--- config.mk ---
export PLATFORM = sky130hd
export DESIGN_NAME = ubch_core
export DESIGN_NICKNAME = d
export VERILOG_FILES = /design/src/ubch_pkg.sv /design/src/ubch_core.sv /design/src/ubch_event_queue.sv
export SDC_FILE = /design/constraint.sdc
export NUM_CORES = 1
export LEC_CHECK = 0
export ABC_AREA = 1
export BUFFER_PORTS_ARGS = -buffer_cell sky130_fd_sc_hd__buf_2
export CAP_MARGIN = 20
export CORE_MARGIN = 5
export CORE_UTILIZATION = 40
export CTS_CLUSTER_SIZE = 20
export DETAILED_ROUTE_END_ITERATION = 12
export PLACE_DENSITY_LB_ADDON = 0.25
export SLEW_MARGIN = 20
export SYNTH_ARGS = -nofsm -noshare
export SYNTH_HDL_FRONTEND = slang
export SYNTH_HIERARCHICAL = 1
export SYNTH_SLANG_ARGS = --single-unit
export TNS_END_PERCENT = 20
--- constraint.sdc ---
create_clock -name clk_sys_in -period 3.7 [get_ports clk_sys_in]
set_clock_uncertainty 0.05 [all_clocks]
set_input_delay 0.555 -clock clk_sys_in [delete_from_list [all_inputs] [get_ports clk_sys_in]]
set_output_delay 0.555 -clock clk_sys_in [all_outputs]
set_load 0.1 [all_outputs]
--- src/ubch_pkg.sv ---
package ubch_pkg;

  // Update state codes
  localparam logic [2:0] ST_IDLE      = 3'h0;
  localparam logic [2:0] ST_MOD_PROP  = 3'h1;
  localparam logic [2:0] ST_HOST_PROP = 3'h2;
  localparam logic [2:0] ST_BUSY      = 3'h3;
  localparam logic [2:0] ST_MOD_READY = 3'h4;
  localparam logic [2:0] ST_HOST_RDY  = 3'h5;

  // Command opcodes
  typedef enum logic [2:0] {
    UBCH_CMD_QUERY  = 3'h0,
    UBCH_CMD_ACCEPT = 3'h1,
    UBCH_CMD_READ   = 3'h2,
    UBCH_CMD_SEEK   = 3'h3,
    UBCH_CMD_APPLY  = 3'h4,
    UBCH_CMD_CLOSE  = 3'h5,
    UBCH_CMD_FLUSH  = 3'h6
  } ubch_cmd_t;

  // Reply status
  typedef enum logic [2:0] {
    UBCH_RSP_OK          = 3'h0,
    UBCH_RSP_UNAVAILABLE = 3'h1,
    UBCH_RSP_BAD_ADDR    = 3'h2,
    UBCH_RSP_INVALID     = 3'h3,
    UBCH_RSP_BAD_SIG     = 3'h4
  } ubch_rsp_t;

  // Event codes
  typedef enum logic [2:0] {
    UBCH_EV_REQUEST    = 3'h1,
    UBCH_EV_MOD_READY  = 3'h2,
    UBCH_EV_HOST_READY = 3'h3,
    UBCH_EV_BOOT_DONE  = 3'h4,
    UBCH_EV_LINK_FAIL  = 3'h5
  } ubch_ev_t;

  localparam logic [23:0] PTR_RESET  = 24'h000000;
  localparam logic [23:0] MAX_READ   = 24'h000400;
  localparam logic [15:0] CSUM_RESET = 16'h0000;
  localparam int          EVQ_DEPTH  = 4;
  localparam int          BOOT_NS    = 1000;
  localparam int          CLK_NS     = 8;
  localparam int          BOOT_CYC   = (BOOT_NS + CLK_NS - 1) / CLK_NS;

  // Command from the parser
  typedef struct packed {
    logic        valid;
    ubch_cmd_t   op;
    logic [23:0] arg;
    logic        arg_given;
  } ubch_req_t;

  // Reply header to the formatter
  typedef struct packed {
    logic        valid;
    ubch_rsp_t   status;
    logic [2:0]  code;
    logic [23:0] value;
    logic        has_detail;
  } ubch_rsp_pkt_t;

endpackage

--- src/ubch_core.sv ---
// Summary of operation
// Query answers OK, the state code and an optional detail field.
// Code 0 when idle, code 3 while download or verification runs.
// Code 1 for a proposed module update, detail is its version string.
// Code 2 for a proposed host update, detail is operator metadata.
// Code 4 when verified module image is ready to reboot; event raised.
// Code 5 when verified host image readable; detail is size; event raised.
// Accept lets a pending proposal download; reply OK and start it.
// Accept with nothing pending replies invalid update error.
// Read pointer starts at 0; host gives read count in decimal.
// Read reply: OK, hex count, hex bytes, four-digit hex checksum.
// Pointer advances by returned count; fewer or zero at end.
// Zero count omits data and checksum from the reply.
// Requests above the maximum are clipped to the maximum.
// Checksum is 16-bit sum of returned bytes, modulo 2^16.
// Read, seek, apply with empty or busy buffer give image unavailable.
// Seek moves pointer to given address or 0; echo new address.
// Seek beyond content size gives bad address, pointer unchanged.
// Apply on verified module image replies OK, boots, empties buffer.
// Apply rejects bad integrity/version or failed signature with errors.
// After apply reboot: flush events, post boot complete, reset state.
// Close releases buffer, clears flag, OK, reports success upstream.
// Flush releases buffer at once, stops work, OK, reports failure.
// Further host payload deliveries refused while one is staged.
// Update request queues an event and raises the event pin.
// Rejected read or seek leaves pointer unchanged.
// State code is one register updated on every transition.
`timescale 1ns/100ps
module ubch_core #(
  parameter int          MAX_READ_BYTES = 1024,
  parameter int          BOOT_CYCLES    = ubch_pkg::BOOT_CYC
) (
  // Clock and reset
  input  wire logic                   clk_sys_in,
  input  wire logic                   resetn_in,
  // Parsed command in
  input  wire ubch_pkg::ubch_req_t    req_in,
  output logic                        req_ready_out,
  // Reply header out
  output ubch_pkg::ubch_rsp_pkt_t     rsp_out,
  // Read data stream out, one byte a beat
  output logic                        rd_valid_out,
  output logic [7:0]                  rd_data_out,
  output logic                        rd_last_out,
  output logic [15:0]                 rd_csum_out,
  input  wire logic                   rd_ready_in,
  // Staged buffer memory port, combinational read
  output logic [23:0]                 buf_addr_out,
  input  wire logic [7:0]             buf_data_in,
  // Upstream job side
  input  wire logic                   prop_mod_in,
  input  wire logic                   prop_host_in,
  output logic                        prop_nack_out,
  input  wire logic                   dl_done_in,
  input  wire logic                   sig_ok_in,
  input  wire logic                   img_ok_in,
  input  wire logic [23:0]            img_size_in,
  output logic                        dl_start_out,
  output logic                        report_ok_out,
  output logic                        report_fail_out,
  input  wire logic                   report_err_in,
  output logic                        boot_start_out,
  // Event side
  input  wire logic                   ev_pop_in,
  output logic [2:0]                  ev_code_out,
  output logic                        ev_pin_out,
  // Detail selector for the formatter
  output logic                        detail_is_version_out,
  output logic                        detail_is_meta_out
);

  typedef enum logic [1:0] {
    PH_IDLE = 2'b00,
    PH_READ = 2'b01,
    PH_BOOT = 2'b11
  } ubch_phase_t;

  typedef struct packed {
    ubch_phase_t             phase;
    logic [2:0]              state;
    logic                    is_module;
    logic [23:0]             size;
    logic [23:0]             ptr;
    logic [23:0]             remain;
    logic [15:0]             csum;
    logic [31:0]             boot_cnt;
    ubch_pkg::ubch_rsp_pkt_t rsp;
    logic                    dl_start;
    logic                    rep_ok;
    logic                    rep_fail;
    logic                    boot;
  } ubch_core_state_t;

  ubch_core_state_t s_reg;
  ubch_core_state_t s_next;

  logic       ev_push;
  logic [2:0] ev_code;
  logic       ev_flush;

  // Ready image buffer check, shared by read and seek; apply checks ST_MOD_READY alone
  function automatic logic img_ready(input logic [2:0] st);
    img_ready = (st == ubch_pkg::ST_MOD_READY) || (st == ubch_pkg::ST_HOST_RDY);
  endfunction

  // Reply builder
  function automatic ubch_pkg::ubch_rsp_pkt_t mk_rsp(input ubch_pkg::ubch_rsp_t st,
    input logic [2:0] code, input logic [23:0] val, input logic det);
    mk_rsp = '{valid: 1'b1, status: st, code: code, value: val, has_detail: det};
  endfunction

  // Status-only reply for refusals and plain OK
  function automatic ubch_pkg::ubch_rsp_pkt_t rsp_st(input ubch_pkg::ubch_rsp_t st);
    rsp_st = mk_rsp(st, 3'h0, 24'h000000, 1'b0);
  endfunction

  logic [23:0] avail;
  logic [23:0] want;
  logic [23:0] grant;

  // Clip request to maximum and to remaining content
  always_comb
  begin
    avail = s_reg.size - s_reg.ptr;
    want  = (req_in.arg > 24'(MAX_READ_BYTES)) ? 24'(MAX_READ_BYTES) : req_in.arg;
    grant = (want > avail) ? avail : want;
  end

  // Main next-state logic
  always_comb
  begin
    s_next          = s_reg;
    s_next.rsp      = '0;
    s_next.dl_start = 1'b0;
    s_next.rep_ok   = 1'b0;
    s_next.rep_fail = 1'b0;
    s_next.boot     = 1'b0;
    ev_push         = 1'b0;
    ev_code         = 3'h0;
    ev_flush        = 1'b0;

    // Upstream progress moves the single state register
    if (s_reg.state == ubch_pkg::ST_IDLE && s_reg.phase == PH_IDLE)
    begin
      if (prop_mod_in || prop_host_in)
      begin
        s_next.state     = prop_mod_in ? ubch_pkg::ST_MOD_PROP : ubch_pkg::ST_HOST_PROP;
        s_next.is_module = prop_mod_in;
        ev_push          = 1'b1;
        ev_code          = ubch_pkg::UBCH_EV_REQUEST;
      end
    end
    else if (s_reg.state == ubch_pkg::ST_BUSY && dl_done_in)
    begin
      s_next.size = img_size_in;
      s_next.ptr  = ubch_pkg::PTR_RESET;
      ev_push     = 1'b1;
      if (s_reg.is_module)
      begin
        s_next.state = ubch_pkg::ST_MOD_READY;
        ev_code      = ubch_pkg::UBCH_EV_MOD_READY;
      end
      else
      begin
        s_next.state = ubch_pkg::ST_HOST_RDY;
        ev_code      = ubch_pkg::UBCH_EV_HOST_READY;
      end
    end

    if (report_err_in)
    begin
      ev_push = 1'b1;
      ev_code = ubch_pkg::UBCH_EV_LINK_FAIL;
    end

    case (s_reg.phase)
      PH_IDLE:
      begin
        if (req_in.valid)
        begin
          case (req_in.op)
            ubch_pkg::UBCH_CMD_QUERY:
            begin
              s_next.rsp = mk_rsp(ubch_pkg::UBCH_RSP_OK, s_reg.state, s_reg.size,
                                  s_reg.state inside {ubch_pkg::ST_MOD_PROP,
                                                      ubch_pkg::ST_HOST_PROP,
                                                      ubch_pkg::ST_HOST_RDY});
            end
            ubch_pkg::UBCH_CMD_ACCEPT:
            begin
              if (s_reg.state == ubch_pkg::ST_MOD_PROP || s_reg.state == ubch_pkg::ST_HOST_PROP)
              begin
                s_next.state    = ubch_pkg::ST_BUSY;
                s_next.dl_start = 1'b1;
                s_next.rsp      = rsp_st(ubch_pkg::UBCH_RSP_OK);
              end
              else
              begin
                s_next.rsp = rsp_st(ubch_pkg::UBCH_RSP_INVALID);
              end
            end
            ubch_pkg::UBCH_CMD_READ:
            begin
              if (!img_ready(s_reg.state))
              begin
                s_next.rsp = rsp_st(ubch_pkg::UBCH_RSP_UNAVAILABLE);
              end
              else
              begin
                // Zero grant replies with the count alone
                s_next.rsp    = mk_rsp(ubch_pkg::UBCH_RSP_OK, 3'h0, grant, 1'b0);
                s_next.remain = grant;
                s_next.csum   = ubch_pkg::CSUM_RESET;
                if (grant != 24'h000000)
                begin
                  s_next.phase = PH_READ;
                end
              end
            end
            ubch_pkg::UBCH_CMD_SEEK:
            begin
              if (!img_ready(s_reg.state))
              begin
                s_next.rsp = rsp_st(ubch_pkg::UBCH_RSP_UNAVAILABLE);
              end
              else if (req_in.arg_given && req_in.arg > s_reg.size)
              begin
                s_next.rsp = rsp_st(ubch_pkg::UBCH_RSP_BAD_ADDR);
              end
              else
              begin
                s_next.ptr = req_in.arg_given ? req_in.arg : ubch_pkg::PTR_RESET;
                s_next.rsp = mk_rsp(ubch_pkg::UBCH_RSP_OK, 3'h0, s_next.ptr, 1'b0);
              end
            end
            ubch_pkg::UBCH_CMD_APPLY:
            begin
              if (s_reg.state != ubch_pkg::ST_MOD_READY)
              begin
                s_next.rsp = rsp_st(ubch_pkg::UBCH_RSP_UNAVAILABLE);
              end
              else if (!sig_ok_in)
              begin
                s_next.rsp = rsp_st(ubch_pkg::UBCH_RSP_BAD_SIG);
              end
              else if (!img_ok_in)
              begin
                s_next.rsp = rsp_st(ubch_pkg::UBCH_RSP_INVALID);
              end
              else
              begin
                s_next.rsp      = rsp_st(ubch_pkg::UBCH_RSP_OK);
                s_next.boot     = 1'b1;
                s_next.boot_cnt = 32'(BOOT_CYCLES);
                s_next.phase    = PH_BOOT;
              end
            end
            ubch_pkg::UBCH_CMD_CLOSE, ubch_pkg::UBCH_CMD_FLUSH:
            begin
              s_next.state    = ubch_pkg::ST_IDLE;
              s_next.size     = 24'h000000;
              s_next.ptr      = ubch_pkg::PTR_RESET;
              s_next.rep_ok   = (req_in.op == ubch_pkg::UBCH_CMD_CLOSE);
              s_next.rep_fail = (req_in.op == ubch_pkg::UBCH_CMD_FLUSH);
              s_next.rsp      = rsp_st(ubch_pkg::UBCH_RSP_OK);
            end
            default:
            begin
              s_next.rsp = rsp_st(ubch_pkg::UBCH_RSP_INVALID);
            end
          endcase
        end
      end
      PH_READ:
      begin
        // One byte per accepted beat; checksum wraps naturally at 16 bits
        if (rd_ready_in)
        begin
          s_next.csum   = s_reg.csum + {8'h00, buf_data_in};
          s_next.ptr    = s_reg.ptr + 24'h000001;
          s_next.remain = s_reg.remain - 24'h000001;
          if (s_reg.remain == 24'h000001)
          begin
            s_next.phase = PH_IDLE;
          end
        end
      end
      PH_BOOT:
      begin
        // Boot modelled as a fixed delay, then reset-like state
        if (s_reg.boot_cnt <= 32'h00000001)
        begin
          s_next.phase     = PH_IDLE;
          s_next.state     = ubch_pkg::ST_IDLE;
          s_next.size      = 24'h000000;
          s_next.ptr       = ubch_pkg::PTR_RESET;
          s_next.is_module = 1'b0;
          ev_flush         = 1'b1;
          ev_push          = 1'b1;
          ev_code          = ubch_pkg::UBCH_EV_BOOT_DONE;
        end
        else
        begin
          s_next.boot_cnt = s_reg.boot_cnt - 32'h00000001;
        end
      end
      default:
      begin
        s_next.phase = PH_IDLE;
      end
    endcase
  end

  // State register
  always_ff @(posedge clk_sys_in or negedge resetn_in)
  begin
    if (!resetn_in)
    begin
      s_reg <= '0;
    end
    else
    begin
      s_reg <= s_next;
    end
  end

  // Event queue; flush happens before the boot-complete push
  ubch_event_queue #(
    .DEPTH (ubch_pkg::EVQ_DEPTH)
  ) u_evq (
    .clk_sys_in   (clk_sys_in),
    .resetn_in    (resetn_in),
    .push_in      (ev_push),
    .push_code_in (ev_code),
    .flush_in     (ev_flush),
    .pop_in       (ev_pop_in),
    .pend_out     (ev_pin_out),
    .code_out     (ev_code_out)
  );

  // Outputs
  assign req_ready_out = (s_reg.phase == PH_IDLE);
  assign rsp_out = s_reg.rsp;
  assign rd_valid_out = (s_reg.phase == PH_READ);
  assign rd_data_out = buf_data_in;
  assign rd_last_out = (s_reg.phase == PH_READ) && (s_reg.remain == 24'h000001);
  assign rd_csum_out = s_reg.csum;
  assign buf_addr_out = s_reg.ptr;
  assign prop_nack_out = (s_reg.state != ubch_pkg::ST_IDLE) && prop_host_in;
  assign dl_start_out = s_reg.dl_start;
  assign report_ok_out = s_reg.rep_ok;
  assign report_fail_out = s_reg.rep_fail;
  assign boot_start_out = s_reg.boot;
  assign detail_is_version_out = (s_reg.state == ubch_pkg::ST_MOD_PROP);
  assign detail_is_meta_out = (s_reg.state == ubch_pkg::ST_HOST_PROP);
endmodule

--- src/ubch_event_queue.sv ---
`timescale 1ns/100ps
module ubch_event_queue #(
  parameter int DEPTH = 4
) (
  // Clock and reset
  input  wire logic        clk_sys_in,
  input  wire logic        resetn_in,
  // Push and flush
  input  wire logic        push_in,
  input  wire logic [2:0]  push_code_in,
  input  wire logic        flush_in,
  // Pop side
  input  wire logic        pop_in,
  output logic             pend_out,
  output logic [2:0]       code_out
);
  localparam int PW = $clog2(DEPTH);

  typedef struct packed {
    logic [DEPTH-1:0][2:0] mem;
    logic [PW:0]           cnt;
  } ubch_evq_state_t;

  ubch_evq_state_t s_reg;
  ubch_evq_state_t s_next;

  // Shift queue; full drops the newest, and a push survives a flush in the same cycle
  always_comb
  begin
    s_next = s_reg;
    if (flush_in)
    begin
      s_next.cnt = '0;
    end
    else if (pop_in && s_reg.cnt != '0)
    begin
      for (int i = 0; i < DEPTH - 1; i++)
      begin
        s_next.mem[i] = s_reg.mem[i+1];
      end
      s_next.cnt = s_reg.cnt - 1'b1;
    end
    if (push_in && s_next.cnt != (PW+1)'(DEPTH))
    begin
      s_next.mem[s_next.cnt[PW-1:0]] = push_code_in;
      s_next.cnt = s_next.cnt + 1'b1;
    end
  end

  // State register
  always_ff @(posedge clk_sys_in or negedge resetn_in)
  begin
    if (!resetn_in)
    begin
      s_reg <= '0;
    end
    else
    begin
      s_reg <= s_next;
    end
  end

  assign pend_out = (s_reg.cnt != '0);
  assign code_out = s_reg.mem[0];
endmodule

## Yosys cells after proc, flatten, opt, wreduce, memory -nomap -nowiden

Cells that the tools add are included.

| storage, ports and cells | value |
|---|---|
| flip-flop bits (word level) | 177 |
| input bits | 71 |
| output and inout port bits | 94 |
| word-level logic and storage cells | 173 |

| operators by class | value |
|---|---|
| add/sub/neg operators | 7 |
| $lt $le $gt $ge | 6 |
| equal/unequal tests | 33 |
| muxes and demuxes | 81 |
| reductions and logical operators | 24 |

Operators by type and width:

| operator | count |
|---|---|
| $mux W32 | 6 |
| $pmux W32 S6 | 1 |
| $mux W156 | 1 |
| $mux W24 | 6 |
| $mux W48 | 2 |
| $pmux W24 S2 | 2 |
| $mux W30 | 3 |
| $mux W40 | 2 |
| $pmux W40 S2 | 1 |
| $pmux W24 S3 | 1 |
| $mux W64 | 1 |
| $pmux W32 S2 | 1 |
| $mux W31 | 2 |
| $mux W54 | 1 |
| $gt A24 B24 Y1 | 2 |
| $mux W36 | 1 |
| $le A32 B1 Y1 const B | 1 |
| $sub A32 B1 Y32 const B | 1 |
| $mux W29 | 1 |
| $mux W3 | 9 |
| $add A24 B1 Y24 const B | 1 |
| $eq A24 B1 Y1 const B | 1 |
| $gt A24 B11 Y1 const B | 1 |
| $mux W12 | 2 |
| other kinds (37) | 101 |

## Depth between registers and ports, before layout

| logic depth | value |
|---|---|
| word-level depth | 10 |
| gate-level depth with buffers | 32 |
| mapped depth without buffers | 31 |

## Cells and area by module

The synthesis kept the hierarchy.

Modules (own cells, without submodules):

| module | times used | cells an instance | area each (um2) | seq. area each (um2) |
|---|---|---|---|---|
| ubch_core | 1 | 2159 | 14141.1 | 4053.9 |
| ubch_event_queue | 1 | 133 | 1024.7 | 375.4 |

## Worst setup path before layout

No wires, ideal clock.

| path | value |
|---|---|
| path kind | flip-flop to output port |
| start point | register s_reg[161] (netlist name) |
| end point | output port rd_last_out |
| data arrival time | 2.975 ns |
| required time | 3.095 ns |
| setup slack | 0.120 ns |
| stages on the path, launching flop included | 5 |
| path buffers | 0 |
| path through | dfrtp_1 > inv_1 > ha_1 > inv_1 > nor2_1 |

| between the ends | value |
|---|---|
| longest elaborated chain between the ends | 2 |

Ends and longest elaborated chain:

| element | line | source |
|---|---|---|
| from (decl) | ubch_core.sv:94 | `ubch_core_state_t s_reg;` |
| from (signal assigned) | ubch_core.sv:323 | `s_reg <= s_next;` |
| $eq A2 B1 Y1 | n/a |  |
| via rd_valid_out | ubch_core.sv:42 | `output logic rd_valid_out,` |
| $logic_and A1 B1 Y1 | ubch_core.sv:346 | `assign rd_last_out = (s_reg.phase == PH_READ) && (s_reg.remain == 24'h000001);` |
| to (decl) | ubch_core.sv:44 | `output logic rd_last_out,` |

The timed path passes the listed nets, and every way through them passes these cells.

## Worst setup path after layout

| path | value |
|---|---|
| start point | register s_reg[132] (netlist name) |
| end point | register s_reg[160] (netlist name) |

| between the ends | value |
|---|---|
| longest elaborated chain between the ends | 6 |

Ends and longest elaborated chain:

| element | line | source |
|---|---|---|
| $sub A24 B24 Y24 (*) | ubch_core.sv:124 | `avail = s_reg.size - s_reg.ptr;` |
| $gt A24 B24 Y1 | ubch_core.sv:126 | `grant = (want > avail) ? avail : want;` |
| $mux W24 (*) | ubch_core.sv:126 |  |
| $reduce_bool A24 Y1 (*) | ubch_core.sv:214 | `if (grant != 24'h000000)` |
| $ne A3 B3 Y1 (no line) (*) | n/a |  |
| $reduce_and A10 Y1 (no line) (*) | n/a |  |

Mark *: on every way between the ends. The rest lies on a longest branch, timed or not.
A chain may end at the register's enable or synchronous reset.

==> flow_summary.ini <==
[power]
pwr-share-clk = 0.103
p_sw_frac = 0.5366
irDropWorstVdd_uv = 572.3
p_sw_uw = 9353
power_frac_seq = 0.154
power_density_mw_per_mm2 = 916.0
p_int_uw = 8077
p_leak_uw = 0.01018
p_total_uw = 17430
power_frac_comb = 0.743

[clocking]
clockBufferDepth = 2
clock_latency_ps = 470
htree_levels = 4
numCtsBuffers = 17
clk_pin_slew_ps = 90
clock_sink_count = 177
cts_tree = built
clock-root-buffer = clkbuf_16

[sta]
period_minus_slack_ps = 3599
post-route-period-util = 0.9726
slew_headroom = 0.3162
holdWs_ps = 124.8
setup_ws_ps = 101.5
slew_violations = 0
worst_pin_slew_ps = 1025
hold_viol_final = 0
fmax_mhz = 277.9
rsz0062_at_grt = true
setup_viol = 0

[grt]
antenna_found_initial = 0
grt_pass1_vias = 15440
grt_max_degree = 90
overflow = 0
grt_use_total = 0.2577
grt_first_pass_wirelength_um = 84640

[drt]
firstDrtPassIters = 5
drt_wl_total_um = 55420
route.detailed.drc = 0
vias_per_cell = 5.250
wire_per_inst_um = 17.88
initialDrtViolationCount = 1118
ant_nets = 0
vias = 16270

[layout]
final_nets = 2742
fillers = 3783
final_cells = 3099
largest_reg_flops = 86
drive_gt1_frac = 0.2628
antennaDiodeCount = 0
syn2layout_area_growth_pct = 25.47

[placed_design]
port_buffers = 164
place_inst = 3040
hpwlAfterDp_um = 43490
routabilityCongestion = 1.003
pre_cts_ws_ps = -210.2

[die]
die_y_um = 204.7
die-area_mm2 = 0.04191
fp-row-count = 71
start_util = 0.4036
io_pins = 165
core_area_mm2 = 0.03758
die_w_um = 204.7

[critical_path]
cp-start-kind = flip-flop
critPathSlowestCell = dfrtp_1
r2r_slack_ps = 100
critPathMaxStageDelay_ps = 400
critPathMaxFanout = 4
reg2reg_depth = 30
r2r-start = s_reg[132]
end_kind = flip-flop
crit_type = flip-flop to flip-flop
worst_ep_arrival_time_ps = 3910
r2r-end = s_reg[160]
crit_required_ps = 4010
worst_path_most_repeated_cell = nand2_2

[flow_run]
cap_viol_max_count = 0

[synth]
postSynthAreaPerCell_um2 = 6.617
synth_cell_type_count = 63
syn_inst = 2292
ys.flop_type = dfrtp_1
synth_warnings = 6
synth_area_mm2 = 0.01517
synth_edf_count = 0
ys_top_cells_by_count = nand2_1, inv_1, nor2_1, dfrtp_1, o21ai_0
async_flop_share = 1.000
synth.top_cell.area_share = 0.2921
synth_top_area_cell = dfrtp_1
yosys_register_bits = 177
synth_most_common_cell = nand2_1
ys_top_cells_by_area = dfrtp_1, nand2_1, inv_1
synth_seq_area_share = 0.2921

[outcome]
status = finished clean

[worst_hold_path]
min_path_type = input port to async pin
==> worst max-delay path, delay by kind of cell (launching register included) <==
family | cells | cell delay [ps]
adders and majority gates | 3 | 620
buffers and inverters | 4 | 330
DFF | 1 | 400
and+or+nand+nor | 23 | 2110
==> worst max-delay path by stage <==
stage	cells past startpoint	startpoint	slack [ps]	endpoint
after floorplan	4	s_reg[161]	120	rd_last_out
after global placement	25	buf_addr_out[15]	-160	s_reg[161]
after detailed placement	30	s_reg[132]	-210	s_reg[160]
after CTS	30	s_reg[132]	2	s_reg[160]
after global routing	31	s_reg[132]	-120	s_reg[161]
final	30	s_reg[132]	100	s_reg[160]
==> kinds of logic after synthesis <==
logic type / count (synthesis) / share of synthesized area
simple gates: 1113 / 0.3105
xor+xnor: 35 / 0.02021
compound gates: 389 / 0.1513
mux: 2 / 0.001485
buf+inv: 479 / 0.1440
other cells: 1 / 0.0002473
fa+ha+maj: 96 / 0.08019
flops: 177 / 0.2921
==> cells in the final DEF, fill, tap and decap left out, types with 5 or more instances in the layout <==
cell / instances
a211oi_1: 7
a21o_1: 5
a21oi_1: 112
a21oi_2: 14
a221oi_1: 5
a221oi_2: 5
a22oi_1: 8
a31oi_1: 10
buf_2: 163
buf_4: 223
buf_6: 5
clkbuf_16: 17
conb_1: 13
dfrtp_1: 175
ha_1: 65
ha_4: 29
inv_1: 288
inv_2: 44
nand2_1: 539
nand2_2: 74
nand2_4: 11
nand3_1: 106
nand3_2: 18
nand3_4: 5
nand4_1: 39
nor2_1: 230
nor2_2: 20
nor2_4: 12
nor3_1: 35
nor4_1: 11
o211ai_1: 9
o21ai_0: 125
o21ai_1: 20
o221ai_1: 6
o22ai_1: 14
o31ai_1: 25
xnor2_1: 6
xor2_1: 24
==> final cells by class <==
cell class,count,area [um^2],share of cell area
multi-input combinational,1649,9528,0.5007
tap,511,639.4,0.03360
inverter,335,1262,0.06635
timing repair buffer,395,2620,0.1377
clock buffer,21,450.4,0.02367
clock inverter,11,96.34,0.005063
sequential,177,4432,0.2329
==> power groups by stage <==
stage               Sequential, uW  Clock (uW)  Combinational, uW
floorplan                     2630           0               7060
global placement              2670           0              10700
detailed placement            2680           0              10800
CTS                           2660        1840              11300
global route                  2730        1910              14100
finish                        2680        1800              13000
==> per-stage QoR <==
stage	setup TNS, ps	area, um^2	util
after floorplan	0	15210	-
after global placement	-447.6	17320	0.4609
after detailed placement	-707.6	17320	0.4609
after CTS	0	18100	0.4818
after global routing	-464.3	19030	0.5064
final	0	19030	0.5064
==> metal layers <==
layer,GRT usage,share of wire,vias up
li1,-,-,7916
met1,0.3485,0.44,7641
met2,0.4135,0.45,589
met3,0.03388,0.059,124
met4,0.1146,0.050,0
met5,0,0,-
==> what timing repair did <==
action                                  4_1_cts  5_1_grt
endpoints found under the hold margin         0        0
resized for setup                            45      184
endpoints found under the setup margin       11       49
hold buffers                                  0        0
pin swaps                                    13       72
setup buffers                                 5       21
gates cloned                                  1        0
(Power assumes the default switching activity.)
